`config.mk`:
```
export PLATFORM = sky130hd
export DESIGN_NAME = cmc_top
export DESIGN_NICKNAME = d
export VERILOG_FILES = /design/src/cmc_pkg.sv /design/src/cmc_meas_if.sv /design/src/cmc_meas_seq.sv /design/src/cmc_result_byte.sv /design/src/cmc_top.sv
export SDC_FILE = /design/constraint.sdc
export NUM_CORES = 1
export LEC_CHECK = 0
export ABC_AREA = 1
export BUFFER_PORTS_ARGS = -buffer_cell sky130_fd_sc_hd__buf_2
export CORE_UTILIZATION = 55
export DETAILED_ROUTE_END_ITERATION = 6
export HOLD_SLACK_MARGIN = 0.1
export PLACE_DENSITY = 0.82
export SETUP_SLACK_MARGIN = 0.1
export SYNTH_ARGS = -nofsm -noshare
export SYNTH_HDL_FRONTEND = slang
export SYNTH_SLANG_ARGS = --single-unit
```
`constraint.sdc`:
```
create_clock -name CLK -period 6.39 [get_ports CLK]
set_clock_uncertainty 0.15 [all_clocks]
set_input_delay 1.278 -clock CLK [delete_from_list [all_inputs] [get_ports CLK]]
set_output_delay 1.278 -clock CLK [all_outputs]
set_load 0.01 [all_outputs]
```
`src/cmc_pkg.sv`:
```
`default_nettype none
package cmc_pkg;
  // data and address widths of the register port
  localparam int unsigned DW = 8;
  localparam int unsigned AW = 8;
  // register addresses
  localparam logic [7:0] ADDR_STATUS = 8'hC0;
  localparam logic [7:0] ADDR_TEMP = 8'hC1;
  localparam logic [7:0] ADDR_FZ = 8'hC4;
  localparam logic [7:0] ADDR_MODE_CTRL = 8'hE0;
  localparam logic [7:0] ADDR_COND_FIRST = 8'hE1;
  localparam logic [7:0] ADDR_COND_LAST = 8'hE6;
  localparam logic [7:0] ADDR_CUR_READ = 8'hFF;
  localparam logic [7:0] ADDR_STEP = 8'h01;
  // measurement condition storage
  localparam int unsigned COND_NUM = 6;
  localparam logic [7:0] COND_RST = 8'h00;
  localparam logic [7:0] RESULT_RST = 8'h00;
  localparam logic [7:0] ZERO_BYTE = 8'h00;
  // mode select field inside the mode control register
  localparam int unsigned MODE_LSB = 0;
  localparam int unsigned MODE_MSB = 1;
  localparam logic [1:0] MODE_MEASURE = 2'h0;
  localparam logic [1:0] MODE_EEPROM = 2'h2;
  localparam logic [1:0] MODE_PDOWN = 2'h3;
  // status register layout
  localparam int unsigned ST_INT_BIT = 0;
  localparam int unsigned ST_MODE_LSB = 1;
  localparam int unsigned ST_MODE_MSB = 2;
  localparam int unsigned ST_BUSY_BIT = 3;
  // converter channels, in measurement order
  localparam int unsigned NUM_CH = 4;
  localparam logic [1:0] CH_TEMP = 2'h0;
  localparam logic [1:0] CH_Z = 2'h3;
  localparam logic [1:0] CH_STEP = 2'h1;
  // total measure time, typical
  localparam real TOTAL_MEASURE_TIME_MS = 12.56;
  localparam real CLK_FREQ_MHZ = 100.0;
  localparam int unsigned TOTAL_MEASURE_CYCLES = int'(TOTAL_MEASURE_TIME_MS * 1000.0 * CLK_FREQ_MHZ);
  localparam int unsigned CNT_W = 24;

  typedef enum logic [1:0] {MD_PDOWN, MD_MEASURE, MD_EEPROM} cmc_mode_e;
  typedef enum logic {SQ_IDLE, SQ_RUN} cmc_seq_e;

  // mode state as seen in the status register
  function automatic logic [1:0] mode_code(input cmc_mode_e m);
    logic [1:0] c;
    c = MODE_PDOWN;
    if (m == MD_MEASURE)
    begin
      c = MODE_MEASURE;
    end
    else if (m == MD_EEPROM)
    begin
      c = MODE_EEPROM;
    end
    return c;
  endfunction : mode_code
endpackage : cmc_pkg
`default_nettype wire

```
`src/cmc_meas_if.sv`:
```
`timescale 1ns/100ps
`default_nettype none
interface cmc_meas_if;
  logic start;
  logic busy;
  logic done;
  logic latch;
  logic [1:0] chan;
  logic [1:0] latch_chan;
  // sequencer side
  modport seq (input start, output busy, output done, output latch, output chan, output latch_chan);
  // controller side
  modport ctrl (output start, input busy, input done, input latch, input chan, input latch_chan);
endinterface : cmc_meas_if
`default_nettype wire

```
`src/cmc_meas_seq.sv`:
```
`timescale 1ns/100ps
`default_nettype none
module cmc_meas_seq #(
  parameter int unsigned MEAS_CYCLES = cmc_pkg::TOTAL_MEASURE_CYCLES
) (
  input wire logic clk,
  input wire logic rst_n,
  cmc_meas_if.seq mif
);
  import cmc_pkg::*;

  // each channel gets an equal slice of the total time
  localparam int unsigned PHASE = MEAS_CYCLES / NUM_CH;
  localparam logic [CNT_W-1:0] PHASE_LAST = CNT_W'(PHASE - 1);

  typedef struct packed {
    cmc_seq_e st;
    logic [CNT_W-1:0] cnt;
    logic [1:0] chan;
    logic [1:0] lchan;
    logic latch;
    logic done;
  } cmc_seq_s;

  localparam cmc_seq_s SEQ_RST = '{st: SQ_IDLE, cnt: '0, chan: CH_TEMP, lchan: CH_TEMP, latch: 1'b0, done: 1'b0};

  cmc_seq_s s_q;
  cmc_seq_s s_d;

  // temperature first, then x, y, z; done rides with the z sample
  always_comb
  begin
    s_d = s_q;
    s_d.latch = 1'b0;
    s_d.done = 1'b0;
    case (s_q.st)
      SQ_IDLE:
      begin
        if (mif.start)
        begin
          s_d.st = SQ_RUN;
          s_d.cnt = '0;
          s_d.chan = CH_TEMP;
        end
      end
      SQ_RUN:
      begin
        if (s_q.cnt == PHASE_LAST)
        begin
          s_d.cnt = '0;
          s_d.latch = 1'b1;
          s_d.lchan = s_q.chan;
          if (s_q.chan == CH_Z)
          begin
            s_d.st = SQ_IDLE;
            s_d.done = 1'b1;
          end
          else
          begin
            s_d.chan = 2'(s_q.chan + CH_STEP);
          end
        end
        else
        begin
          s_d.cnt = CNT_W'(s_q.cnt + 1'b1);
        end
      end
      default:
      begin
        s_d = SEQ_RST;
      end
    endcase
  end

  always_ff @(posedge clk)
  begin
    if (!rst_n)
    begin
      s_q <= SEQ_RST;
    end
    else
    begin
      s_q <= s_d;
    end
  end

  // all driven straight from state flops
  assign mif.busy = (s_q.st == SQ_RUN);
  assign mif.done = s_q.done;
  assign mif.latch = s_q.latch;
  assign mif.chan = s_q.chan;
  assign mif.latch_chan = s_q.lchan;
endmodule : cmc_meas_seq
`default_nettype wire

```
`src/cmc_result_byte.sv`:
```
`timescale 1ns/100ps
`default_nettype none
module cmc_result_byte #(
  parameter logic [7:0] RST_VAL = cmc_pkg::RESULT_RST
) (
  input wire logic clk,
  input wire logic rst_n,
  input wire logic load,
  input wire logic clear,
  input wire logic [cmc_pkg::DW-1:0] din,
  output logic [cmc_pkg::DW-1:0] dout
);
  import cmc_pkg::*;

  typedef struct packed {
    logic [DW-1:0] val;
  } cmc_byte_s;

  cmc_byte_s s_q;
  cmc_byte_s s_d;

  // a fresh sample beats a clear; both never meet in practice
  always_comb
  begin
    s_d = s_q;
    if (load)
    begin
      s_d.val = din;
    end
    else if (clear)
    begin
      s_d.val = RST_VAL;
    end
  end

  always_ff @(posedge clk)
  begin
    if (!rst_n)
    begin
      s_q.val <= RST_VAL;
    end
    else
    begin
      s_q <= s_d;
    end
  end

  assign dout = s_q.val;
endmodule : cmc_result_byte
`default_nettype wire

```
`src/cmc_top.sv`:
```
// Added by the designer: the plain strobed port and the address map.

`timescale 1ns/100ps
`default_nettype none
module cmc_top #(
  parameter int unsigned MEAS_CYCLES = cmc_pkg::TOTAL_MEASURE_CYCLES
) (
  input wire logic CLK,
  input wire logic RST_N,
  input wire logic [cmc_pkg::AW-1:0] ADDR,
  input wire logic [cmc_pkg::DW-1:0] WDATA,
  input wire logic WR,
  input wire logic RD,
  output logic [cmc_pkg::DW-1:0] RDATA,
  output logic INT,
  output logic SENSE_EN,
  output logic EEPROM_EN,
  output logic [1:0] ADC_SEL,
  input wire logic [cmc_pkg::DW-1:0] ADC_DATA,
  output logic [cmc_pkg::COND_NUM*cmc_pkg::DW-1:0] COND_DATA
);
  import cmc_pkg::*;

  // all state of this block but the result bytes and the sequencer in one register; the condition bytes ride in it so reset restores them in one place
  // intr is both the pin and the status flag, so the two can never disagree
  typedef struct packed {
    cmc_mode_e mode;
    logic intr;
    logic clr_pend;
    logic start;
    logic clr_mag;
    logic sense_en;
    logic eep_en;
    logic [DW-1:0] rdata;
    logic [AW-1:0] ptr;
    logic [COND_NUM-1:0][DW-1:0] cond;
  } cmc_top_s;

  // reset image: power-down, nothing pending, pointer parked on the status byte
  localparam cmc_top_s TOP_RST = '{
    mode: MD_PDOWN,
    intr: 1'b0,
    clr_pend: 1'b0,
    start: 1'b0,
    clr_mag: 1'b0,
    sense_en: 1'b0,
    eep_en: 1'b0,
    rdata: ZERO_BYTE,
    ptr: ADDR_STATUS,
    cond: {COND_NUM{COND_RST}}
  };

  cmc_top_s s_q;
  cmc_top_s s_d;
  cmc_meas_if mif ();
  // result bytes, indexed by converter channel
  logic [DW-1:0] res [NUM_CH];

  // measurement sequencer: counts the phases, steers the converter
  // the total measure length is a parameter (each phase is a quarter of it) so a bench can shorten the run
  cmc_meas_seq #(
    .MEAS_CYCLES(MEAS_CYCLES)
  ) u_seq (
    .clk(CLK),
    .rst_n(RST_N),
    .mif(mif.seq)
  );

  // one result byte per channel; temperature is never cleared by mode entry
  // the converter output is same-clock logic, so it is loaded without synchronising
  for (genvar g = 0; g < NUM_CH; g++)
  begin : g_res
    cmc_result_byte #(
      .RST_VAL(RESULT_RST)
    ) u_res (
      .clk(CLK),
      .rst_n(RST_N),
      .load(mif.latch && (mif.latch_chan == 2'(g))),
      .clear(s_q.clr_mag && (2'(g) != CH_TEMP)),
      .din(ADC_DATA),
      .dout(res[g])
    );
  end

  // next address of the internal pointer, rolling over inside each bank
  // the current-read alias is the next address after 8'hFE, so an access to 8'hFE leaves the pointer on it
  function automatic logic [AW-1:0] next_addr(input logic [AW-1:0] a);
    logic [AW-1:0] n;
    n = AW'(a + ADDR_STEP);
    if (a == ADDR_FZ)
    begin
      n = ADDR_STATUS;
    end
    else if (a == ADDR_COND_LAST)
    begin
      n = ADDR_MODE_CTRL;
    end
    return n;
  endfunction : next_addr

  // true for the temperature and field result addresses
  function automatic logic is_result(input logic [AW-1:0] a);
    return (a >= ADDR_TEMP) && (a <= ADDR_FZ);
  endfunction : is_result

  // true for the measurement condition addresses
  function automatic logic is_cond(input logic [AW-1:0] a);
    return (a >= ADDR_COND_FIRST) && (a <= ADDR_COND_LAST);
  endfunction : is_cond

  // decoded bus fields, all combinational
  logic [AW-1:0] rd_addr;
  logic [AW-1:0] res_off;
  logic [AW-1:0] rd_cond_off;
  logic [AW-1:0] wr_cond_off;
  logic [1:0] wr_code;
  logic [DW-1:0] status;
  logic [DW-1:0] rd_val;

  // address decode; the reserved current-read address follows the pointer
  always_comb
  begin
    rd_addr = ADDR;
    if (ADDR == ADDR_CUR_READ)
    begin
      rd_addr = s_q.ptr;
    end
    // offsets wrap below the bank base; only range-checked ones are ever used
    res_off = AW'(rd_addr - ADDR_TEMP);
    rd_cond_off = AW'(rd_addr - ADDR_COND_FIRST);
    wr_cond_off = AW'(ADDR - ADDR_COND_FIRST);
    wr_code = WDATA[MODE_MSB:MODE_LSB];
  end

  // status byte and read mux; write-only and unmapped addresses read zero
  always_comb
  begin
    status = ZERO_BYTE;
    status[ST_INT_BIT] = s_q.intr;
    status[ST_MODE_MSB:ST_MODE_LSB] = mode_code(s_q.mode);
    status[ST_BUSY_BIT] = mif.busy;

    // mode control is write-only, so it falls through to zero like any hole
    rd_val = ZERO_BYTE;
    if (rd_addr == ADDR_STATUS)
    begin
      rd_val = status;
    end
    else if (is_result(rd_addr))
    begin
      rd_val = res[res_off[1:0]];
    end
    else if (is_cond(rd_addr))
    begin
      rd_val = s_q.cond[rd_cond_off[2:0]];
    end
  end

  // bus access, mode control and completion flag
  always_comb
  begin
    s_d = s_q;
    // strobes last one cycle unless raised again below
    s_d.start = 1'b0;
    s_d.clr_mag = 1'b0;
    s_d.clr_pend = 1'b0;
    s_d.rdata = ZERO_BYTE;

    // read: data stands in the following cycle only
    if (RD)
    begin
      s_d.rdata = rd_val;
      // the pointer moves past the byte just read, wherever it came from
      s_d.ptr = next_addr(rd_addr);
      // the clear is held one cycle so the pin drops after the byte has gone
      if (is_result(rd_addr))
      begin
        s_d.clr_pend = 1'b1;
      end
    end

    // a write leaves the pointer on the next byte too; the alias is no real address
    if (WR && (ADDR != ADDR_CUR_READ))
    begin
      s_d.ptr = next_addr(ADDR);
    end

    // condition registers are writable in any mode; only reset restores them
    // the host is expected to change them only in power-down; nothing here enforces it
    if (WR && is_cond(ADDR))
    begin
      s_d.cond[wr_cond_off[2:0]] = WDATA;
    end

    // mode select; measurement and eeprom only from power-down
    // every mode write is accepted on the bus, even when the change is refused
    if (WR && (ADDR == ADDR_MODE_CTRL))
    begin
      case (s_q.mode)
        MD_PDOWN:
        begin
          // the power-down code and unused codes leave the mode as it is
          // a stale completion blocks a new run until it is read away
          if ((wr_code == MODE_MEASURE) && !s_q.intr)
          begin
            s_d.mode = MD_MEASURE;
            s_d.start = 1'b1;
            s_d.clr_mag = 1'b1;
          end
          else if (wr_code == MODE_EEPROM)
          begin
            s_d.mode = MD_EEPROM;
            s_d.clr_mag = 1'b1;
          end
        end
        MD_EEPROM:
        begin
          // leaving eeprom mode goes through power-down only
          // a measurement asked for straight from here is refused
          if (wr_code == MODE_PDOWN)
          begin
            s_d.mode = MD_PDOWN;
          end
        end
        MD_MEASURE:
        begin
          // a running measurement ends by itself; writes change nothing
          s_d.mode = s_q.mode;
        end
        default:
        begin
          s_d.mode = MD_PDOWN;
        end
      endcase
    end

    // automatic return to power-down when the z sample is in
    // the sequencer has already stopped, so the circuitry can go off at once
    if (mif.done)
    begin
      s_d.mode = MD_PDOWN;
    end

    // completion set wins over a clear arriving in the same cycle
    // a lost completion would hang the host, a repeated one only costs a read
    if (mif.done)
    begin
      s_d.intr = 1'b1;
    end
    else if (s_q.clr_pend)
    begin
      s_d.intr = 1'b0;
    end

    // analog blocks powered only in their own mode
    // taken from the next mode so the enables change at the same edge as the mode
    s_d.sense_en = (s_d.mode == MD_MEASURE);
    s_d.eep_en = (s_d.mode == MD_EEPROM);
  end

  // synchronous reset into power-down with default conditions
  // one register for everything but the result bytes and the sequencer keeps the reset image and the next value in step
  always_ff @(posedge CLK)
  begin
    if (!RST_N)
    begin
      s_q <= TOP_RST;
    end
    else
    begin
      s_q <= s_d;
    end
  end

  // start pulse to the sequencer, one cycle after the accepted request
  assign mif.start = s_q.start;

  // every output straight from a flop
  // the channel select is the sequencer's own channel register
  assign RDATA = s_q.rdata;
  assign INT = s_q.intr;
  assign SENSE_EN = s_q.sense_en;
  assign EEPROM_EN = s_q.eep_en;
  assign ADC_SEL = mif.chan;
  assign COND_DATA = s_q.cond;
endmodule : cmc_top
`default_nettype wire

```
==> impl_metrics.env, run 1 <==
export IMPL_status="finished, violations left"
export IMPL_violations="design-rule violations"
export IMPL_cp_max_fo=37
export IMPL_cts_tree="done"
export IMPL_leakage_nw=3.72
export IMPL_setup_tns_final_ns=0
export IMPL_place_area_um2=7830
export IMPL_cts_clk_slew_worst_paths_ns=0.06
export IMPL_cts_root_buf="clkbuf_16"
export IMPL_io_buffers=88
export IMPL_synth_edf_count=0
export IMPL_die_h_um=121
export IMPL_slew_viol_final=0
export IMPL_grt_max_degree=45
export IMPL_grt_setup_unrepaired="false"
export IMPL_ys_async_sr_fraction=0
export IMPL_dr_pass1_iters=7
export IMPL_grt_util_all_layers=0.301
export IMPL_areaGrowthSynthToFinish_pct=8.78
export IMPL_initial_utilization=0.563
export IMPL_seq_area_frac_synth=0.347
export IMPL_place_congestion=0.926
export IMPL_post_cts_buffers=0
export IMPL_nets=1222
export IMPL_synthCells=1169
export IMPL_n_antenna_cell=0
export IMPL_cts_sink_count=135
export IMPL_ir_worst_vdd_mv=0.162
export IMPL_drc_errors=2
export IMPL_coreArea_um2=13800
export IMPL_worst_slack_ns=2.54
export IMPL_drt_iter0_drc=765
export IMPL_cts_buffers=17
export IMPL_synth_top_family_by_area="simple AND/OR/NAND/NOR gates"
export IMPL_synth_compound_area_share=0.127
export IMPL_dp_hpwl_mm=15.0
export IMPL_cts_resized=0
export IMPL_synth_top_area_cell="dfxtp_1"
export IMPL_synth_xor_area_share=0.00691
export IMPL_total_power_w=0.00205
export IMPL_worstSkewPairLatency_ns=0.43
export IMPL_overflow=0
export IMPL_syn_num_nets=1212
export IMPL_io_pins=89
export IMPL_cap_viol_max_count=0
export IMPL_synth_area_per_cell_um2=6.66
export IMPL_yosys_register_bits=135
export IMPL_netlist_area_um2=7780
export IMPL_period_share=0.603
export IMPL_fp_dieW_um=121
export IMPL_synthAdderAreaFrac=0.0241
export IMPL_vias=7713
export IMPL_hold_path_class="reg2reg"
export IMPL_drive_above_1_share=0.141
export IMPL_grt_pass1_wl_mm=34.5
export IMPL_fmax_mhz=260
export IMPL_regToRegSetupSlack_ns=3.80
export IMPL_final_cell_area_um2=8470
export IMPL_post_synth_num_cell_types=44
export IMPL_cp_end_kind="flip-flop"
export IMPL_fin_crit_ns=3.85
export IMPL_antenna_found_initial=0
export IMPL_fin_util=0.612
export IMPL_synth_simple_area_share=0.362
export IMPL_ys_top_cells_by_area="dfxtp_1 35%, nand2_1 14%, nand3_1 8.4%"
export IMPL_htree_levels=4
export IMPL_vias_per_cell=5.62
export IMPL_tightest_slew_ns=0.961
export IMPL_yosys_area_top_type_share=0.347
export IMPL_dieArea_um2=14600
export IMPL_drtAntennaViolNets=0
export IMPL_ys_flop_type="dfxtp_1"
export IMPL_max_slew_margin=0.358
export IMPL_synthMuxAreaShare=0
export IMPL_finalHoldViolations=0
export IMPL_cts_hold_buf=0
export IMPL_synth_warnings=0
export IMPL_crit_type="in2reg"
export IMPL_row_count=43
export IMPL_arrival_ns=4.02
export IMPL_dp_slack_ns=2.17
export IMPL_crit_path_start_kind="input port"
export IMPL_clock_tree_buffer_depth=2
export IMPL_routedWlPerCell_um=15.3
export IMPL_crit_required_ns=6.55
export IMPL_setup_viol=0
export IMPL_power_density_nw_per_um2=242
export IMPL_grt_pass1_vias=7045
export IMPL_finalWirelength_mm=21.0
==> layer usage <==
metal  vias up  global-route usage  part of all wire
li1       3811                   -                 -
met1      3525               0.393              0.43
met2       322               0.484              0.46
met3        55              0.0578             0.078
met4         0               0.123             0.030
met5         -                   0                 0
==> worst paths after layout <==
check | from | end | cells after the start
worst max-delay path | ADDR[0] | RDATA[2]$_SDFF_PN0_ | 16
worst max register to register | s_q[48]$_SDFFE_PN0P_ | RDATA[2]$_SDFF_PN0_ | 12
worst min-delay path | s_q[53]$_SDFFE_PN0P_ | s_q[53]$_SDFFE_PN0P_ | 2
worst min register to register | s_q[53]$_SDFFE_PN0P_ | s_q[53]$_SDFFE_PN0P_ | 2
==> Yosys cell counts (3+ instances only) <==
cell type and instances:
ha_1 15, buf_4 62, a211oi_1 3, buf_6 4
nand2_4 6, clkinv_1 3, nand4_1 24, buf_2 8
nand2_2 11, inv_2 6, clkbuf_1 24, a21oi_1 102
o21ai_1 7, dfxtp_1 135, nand3b_1 7, nor3_1 19
or2_2 6, nand2_1 286, a31oi_1 4, nor4_1 3
buf_1 3, nand3_1 130, o22ai_1 11, inv_1 92
o21ai_0 54, nor2_1 121
==> sequential cells by signal, summed over array words and instances, names as in the netlist <==
register and flops:
mif.start 1, COND_DATA 48, g_res.u_res.dout 32, u_seq.mif.latch 1, RDATA 8, u_seq.mif.done 1, EEPROM_EN 1, u_seq.mif.chan 2
u_seq.mif.busy 1, INT 1, u_seq.mif.latch_chan 2, s_q 12, SENSE_EN 1, u_seq.s_q 24
==> critical path, stage by stage <==
cell and delay [ns]:
buf_2 0.17, ha_1 0.21, nand2_2 0.11, nor2_8 0.27, nand3_4 0.19, nand2_4 0.37, ha_1 0.28, clkinv_1 0.29
nand2_4 0.30, inv_2 0.15, nand2_1 0.09, nand2_1 0.05, nand2_1 0.06, nor2_1 0.04, nor2_1 0.09, nor2_1 0.05
==> area by class of cell <==
type	instances	area, um^2
well taps	180	225
flip-flops and latches	135	2700
repair buffers	92	470
inverters	101	379
clock inverters	14	198
fillers	1269	5360
clock buffers	18	439
multi-input cells	832	4050
==> layout by cell type (no fill, tap or decap), types with 2 or more instances in the layout <==
cell / netlist / final
nor2_1: 121 / 120
a211oi_1: 3 / 3
nand2_1: 286 / 286
o22ai_1: 11 / 11
clkbuf_16: 0 / 17
clkinv_4: 0 / 4
dfxtp_1: 135 / 135
nor4_1: 3 / 3
nand2_4: 6 / 6
clkinv_1: 3 / 3
a21oi_1: 102 / 102
bufinv_16: 0 / 4
inv_2: 6 / 7
clkinvlp_4: 0 / 2
nor2_4: 2 / 2
a31oi_1: 4 / 4
or2_2: 6 / 6
ha_1: 15 / 15
nor2_8: 2 / 2
nor3_2: 2 / 2
o21ai_1: 7 / 7
nand3b_1: 7 / 7
nand2_2: 11 / 11
xnor2_1: 2 / 2
nand3_4: 2 / 2
o21ai_0: 54 / 54
clkinv_2: 0 / 2
nand4_1: 24 / 24
buf_2: 8 / 88
inv_1: 92 / 91
nand3_1: 130 / 130
inv_6: 0 / 2
nor2_2: 1 / 2
nor3_1: 19 / 19
buf_4: 62 / 4
==> logic make-up (layout without fill, tap and decap cells) <==
| family | Yosys count | in the layout |
|---|---|---|
| AO/OA/AOI/OAI | 188 | 188 |
| AND/OR/NAND/NOR | 625 | 625 |
| flip-flops | 135 | 135 |
| buffers and inverters | 202 | 225 |
| XOR/XNOR | 4 | 4 |
| adder cells (fa/ha/maj) | 15 | 15 |
==> power by group <==
part	internal [W]	switching, W
Sequential	0.000847	0.00000371
Combinational	0.0000368	0.000105
Clock	0.000666	0.000390
Total	0.00155	0.000499
==> through the flow <==
stage                     cells  hold WS [ns]
after floorplan            1169         0.288
after global routing       1372         0.342
after detailed placement   1340         0.309
final                      1372         0.323
after CTS                  1372         0.321
after global placement     1340         0.309
Power figures use the tool's default switching activity.
==> inputs of run 2 (changes only) <==
==> constraint.sdc (replaced) <==
create_clock -name CLK -period 3.6 [get_ports CLK]
set_clock_uncertainty 0.15 [all_clocks]
set_input_delay 0.72 -clock CLK [delete_from_list [all_inputs] [get_ports CLK]]
set_output_delay 0.72 -clock CLK [all_outputs]
set_load 0.01 [all_outputs]
==> run 2 against run 1 <==
  * The flow still finishes with violations (design-rule violations)
  * Count of clock-buffer cells in the layout grew 3
  * Total power grew 76%
  * Cell count grew 0.80%
  * Non-clock buffer count grew 11
  * First-iteration DRC count shrank 12%
  * Sequential cell count is the same
  * Cell area grew 0.96%
  * Routed wire length grew 4.5%
  * Sequential share of layout area shrank 0.30 points
  * Via count grew 1.8%
  * Setup slack lost 1.9 ns
  * Clock power grew 73%
==> impl_metrics.env, run 2 (synthesis gave the netlist of run 1 again) <==
export IMPL_status="finished, violations left"
export IMPL_violations="design-rule violations"
export IMPL_hold_path_class="reg2reg"
export IMPL_cts_clk_slew_worst_paths_ns=0.06
export IMPL_setup_tns_final_ns=0
export IMPL_max_slew_margin=0.484
export IMPL_grt_max_degree=66
export IMPL_dieArea_um2=14600
export IMPL_cp_max_fo=18
export IMPL_n_antenna_cell=0
export IMPL_cts_root_buf="clkbuf_16"
export IMPL_holdPathEnd="COND_DATA[12]$_SDFFE_PN0P_"
export IMPL_cts_tree="done"
export IMPL_worstSkewPairLatency_ns=0.42
export IMPL_crit_path_start_kind="input port"
export IMPL_dr_pass1_iters=7
export IMPL_io_buffers=88
export IMPL_coreArea_um2=13800
export IMPL_drive_above_1_share=0.148
export IMPL_setup_viol=0
export IMPL_power_density_nw_per_um2=422
export IMPL_rr_worst_depth=10
export IMPL_drc_errors=2
export IMPL_fin_crit_ns=2.95
export IMPL_crit_required_ns=3.76
export IMPL_grt_pass1_vias=7166
export IMPL_finalWirelength_mm=21.9
export IMPL_n_fill_cell=1230
export IMPL_grt_pass1_wl_mm=35.4
export IMPL_htree_levels=4
export IMPL_crit_type="in2reg"
export IMPL_regToRegSetupSlack_ns=1.10
export IMPL_initial_utilization=0.563
export IMPL_vias=7849
export IMPL_regToRegEndpoint="u_seq.s_q[20]$_SDFFE_PN0P_"
export IMPL_critPathSlowestCell="nor2_8"
export IMPL_overflow=0
export IMPL_cts_buffers=17
export IMPL_period_share=0.819
export IMPL_nets=1233
export IMPL_row_count=43
export IMPL_cts_resized=0
export IMPL_ir_worst_vdd_mv=0.341
export IMPL_fmax_mhz=339
export IMPL_cts_hold_buf=0
export IMPL_hold_start="COND_DATA[12]$_SDFFE_PN0P_"
export IMPL_tightest_slew_ns=0.769
export IMPL_dp_hpwl_mm=15.5
export IMPL_vias_per_cell=5.68
export IMPL_arrival_ns=3.11
export IMPL_antenna_found_initial=0
export IMPL_leakage_nw=3.77
export IMPL_largest_register_ffs=48
export IMPL_drt_iter0_drc=676
export IMPL_cpPeakStageDelay_ns=0.27
export IMPL_cap_viol_max_count=0
export IMPL_cts_sink_count=135
export IMPL_drtAntennaViolNets=0
export IMPL_cp_end_kind="flip-flop"
export IMPL_areaGrowthSynthToFinish_pct=9.82
export IMPL_routedWlPerCell_um=15.8
export IMPL_io_pins=89
export IMPL_layout_commonest_cell="nand2_1"
export IMPL_clock_tree_buffer_depth=2
export IMPL_finalHoldViolations=0
export IMPL_hold_depth=2
export IMPL_r2r_start="u_seq.s_q[6]$_SDFFE_PN0P_"
export IMPL_total_power_w=0.00361
export IMPL_mostFrequentLayoutCells="286 x nand2_1, 135 x dfxtp_1, 130 x nand3_1"
export IMPL_post_cts_buffers=0
export IMPL_place_congestion=0.970
export IMPL_die_h_um=121
export IMPL_grt_util_all_layers=0.309
export IMPL_crit_chain="buf_2 -> ha_1 -> nand2_2 -> nor2_8 -> nand2_4 -> nand2_2 -> nand2_4 -> ha_1 -> clkinv_1 -> nand2_4 -> inv_2 -> nand2_1 -> nand3_1 -> nand2_1 -> nand2_1 -> a21oi_1"
export IMPL_slew_viol_final=0
export IMPL_fp_dieW_um=121
export IMPL_grt_setup_unrepaired="false"
## run 2: worst max path at each step
stage	start	to	slack, ns	cells after the start
2_1_floorplan	ADDR[2]	RDATA[1]$_SDFF_PN0_	0.59	17
3_3_place_gp	ADDR[0]	RDATA[5]$_SDFF_PP0_	0.44	16
3_5_place_dp	ADDR[0]	RDATA[5]$_SDFF_PP0_	0.31	16
4_1_cts	ADDR[0]	RDATA[2]$_SDFF_PN0_	0.72	17
5_1_grt	ADDR[0]	RDATA[0]$_SDFF_PN0_	0.39	17
6_report	ADDR[0]	RDATA[5]$_SDFF_PP0_	0.65	16
## run 2: area by class of cell
cell class / count / area [um^2] / area share
Multi-Input combinational cell: 832 / 4050 / 0.474
Sequential cell: 135 / 2700 / 0.316
Timing Repair Buffer: 103 / 566 / 0.0662
Clock buffer: 21 / 480 / 0.0562
Inverter: 101 / 379 / 0.0444
Tap cell: 180 / 225 / 0.0263
Clock inverter: 11 / 145 / 0.0170
## run 2: metal layers
metal  part of all wire  global-route usage  vias to the layer above
met2               0.46               0.495                      374
met4              0.038               0.146                        0
li1                   -                   -                     3842
met5                  0                   0                        -
met3              0.076              0.0526                       68
met1               0.43               0.402                     3565
## run 2: where the power goes
group,internal [W],total [W],leakage [nW],switching [W]
registers,0.00150,0.00151,1.09,0.00000707
logic,0.0000740,0.000269,2.38,0.000195
clock network,0.00116,0.00183,0.301,0.000669
total,0.00274,0.00361,3.77,0.000871
## run 2: through the flow
step            util  hold slack (ns)  instance area (um^2)  std cells  setup WS [ns]
2_1_floorplan      -            0.288                  7780       1169          0.591
3_3_place_gp   0.573            0.311                  7920       1351          0.444
3_5_place_dp   0.573            0.316                  7920       1351          0.306
4_1_cts        0.618            0.324                  8550       1383          0.724
5_1_grt        0.618            0.350                  8550       1383          0.394
6_report       0.618            0.329                  8550       1383          0.650
## run 2: worst max-delay path: cells and delay by family
family | cells | cell delay [ns]
buffers and inverters | 3 | 0.52
AND/OR/NAND/NOR | 10 | 1.31
AO/OA/AOI/OAI | 1 | 0.06
adder cells (fa/ha/maj) | 2 | 0.48
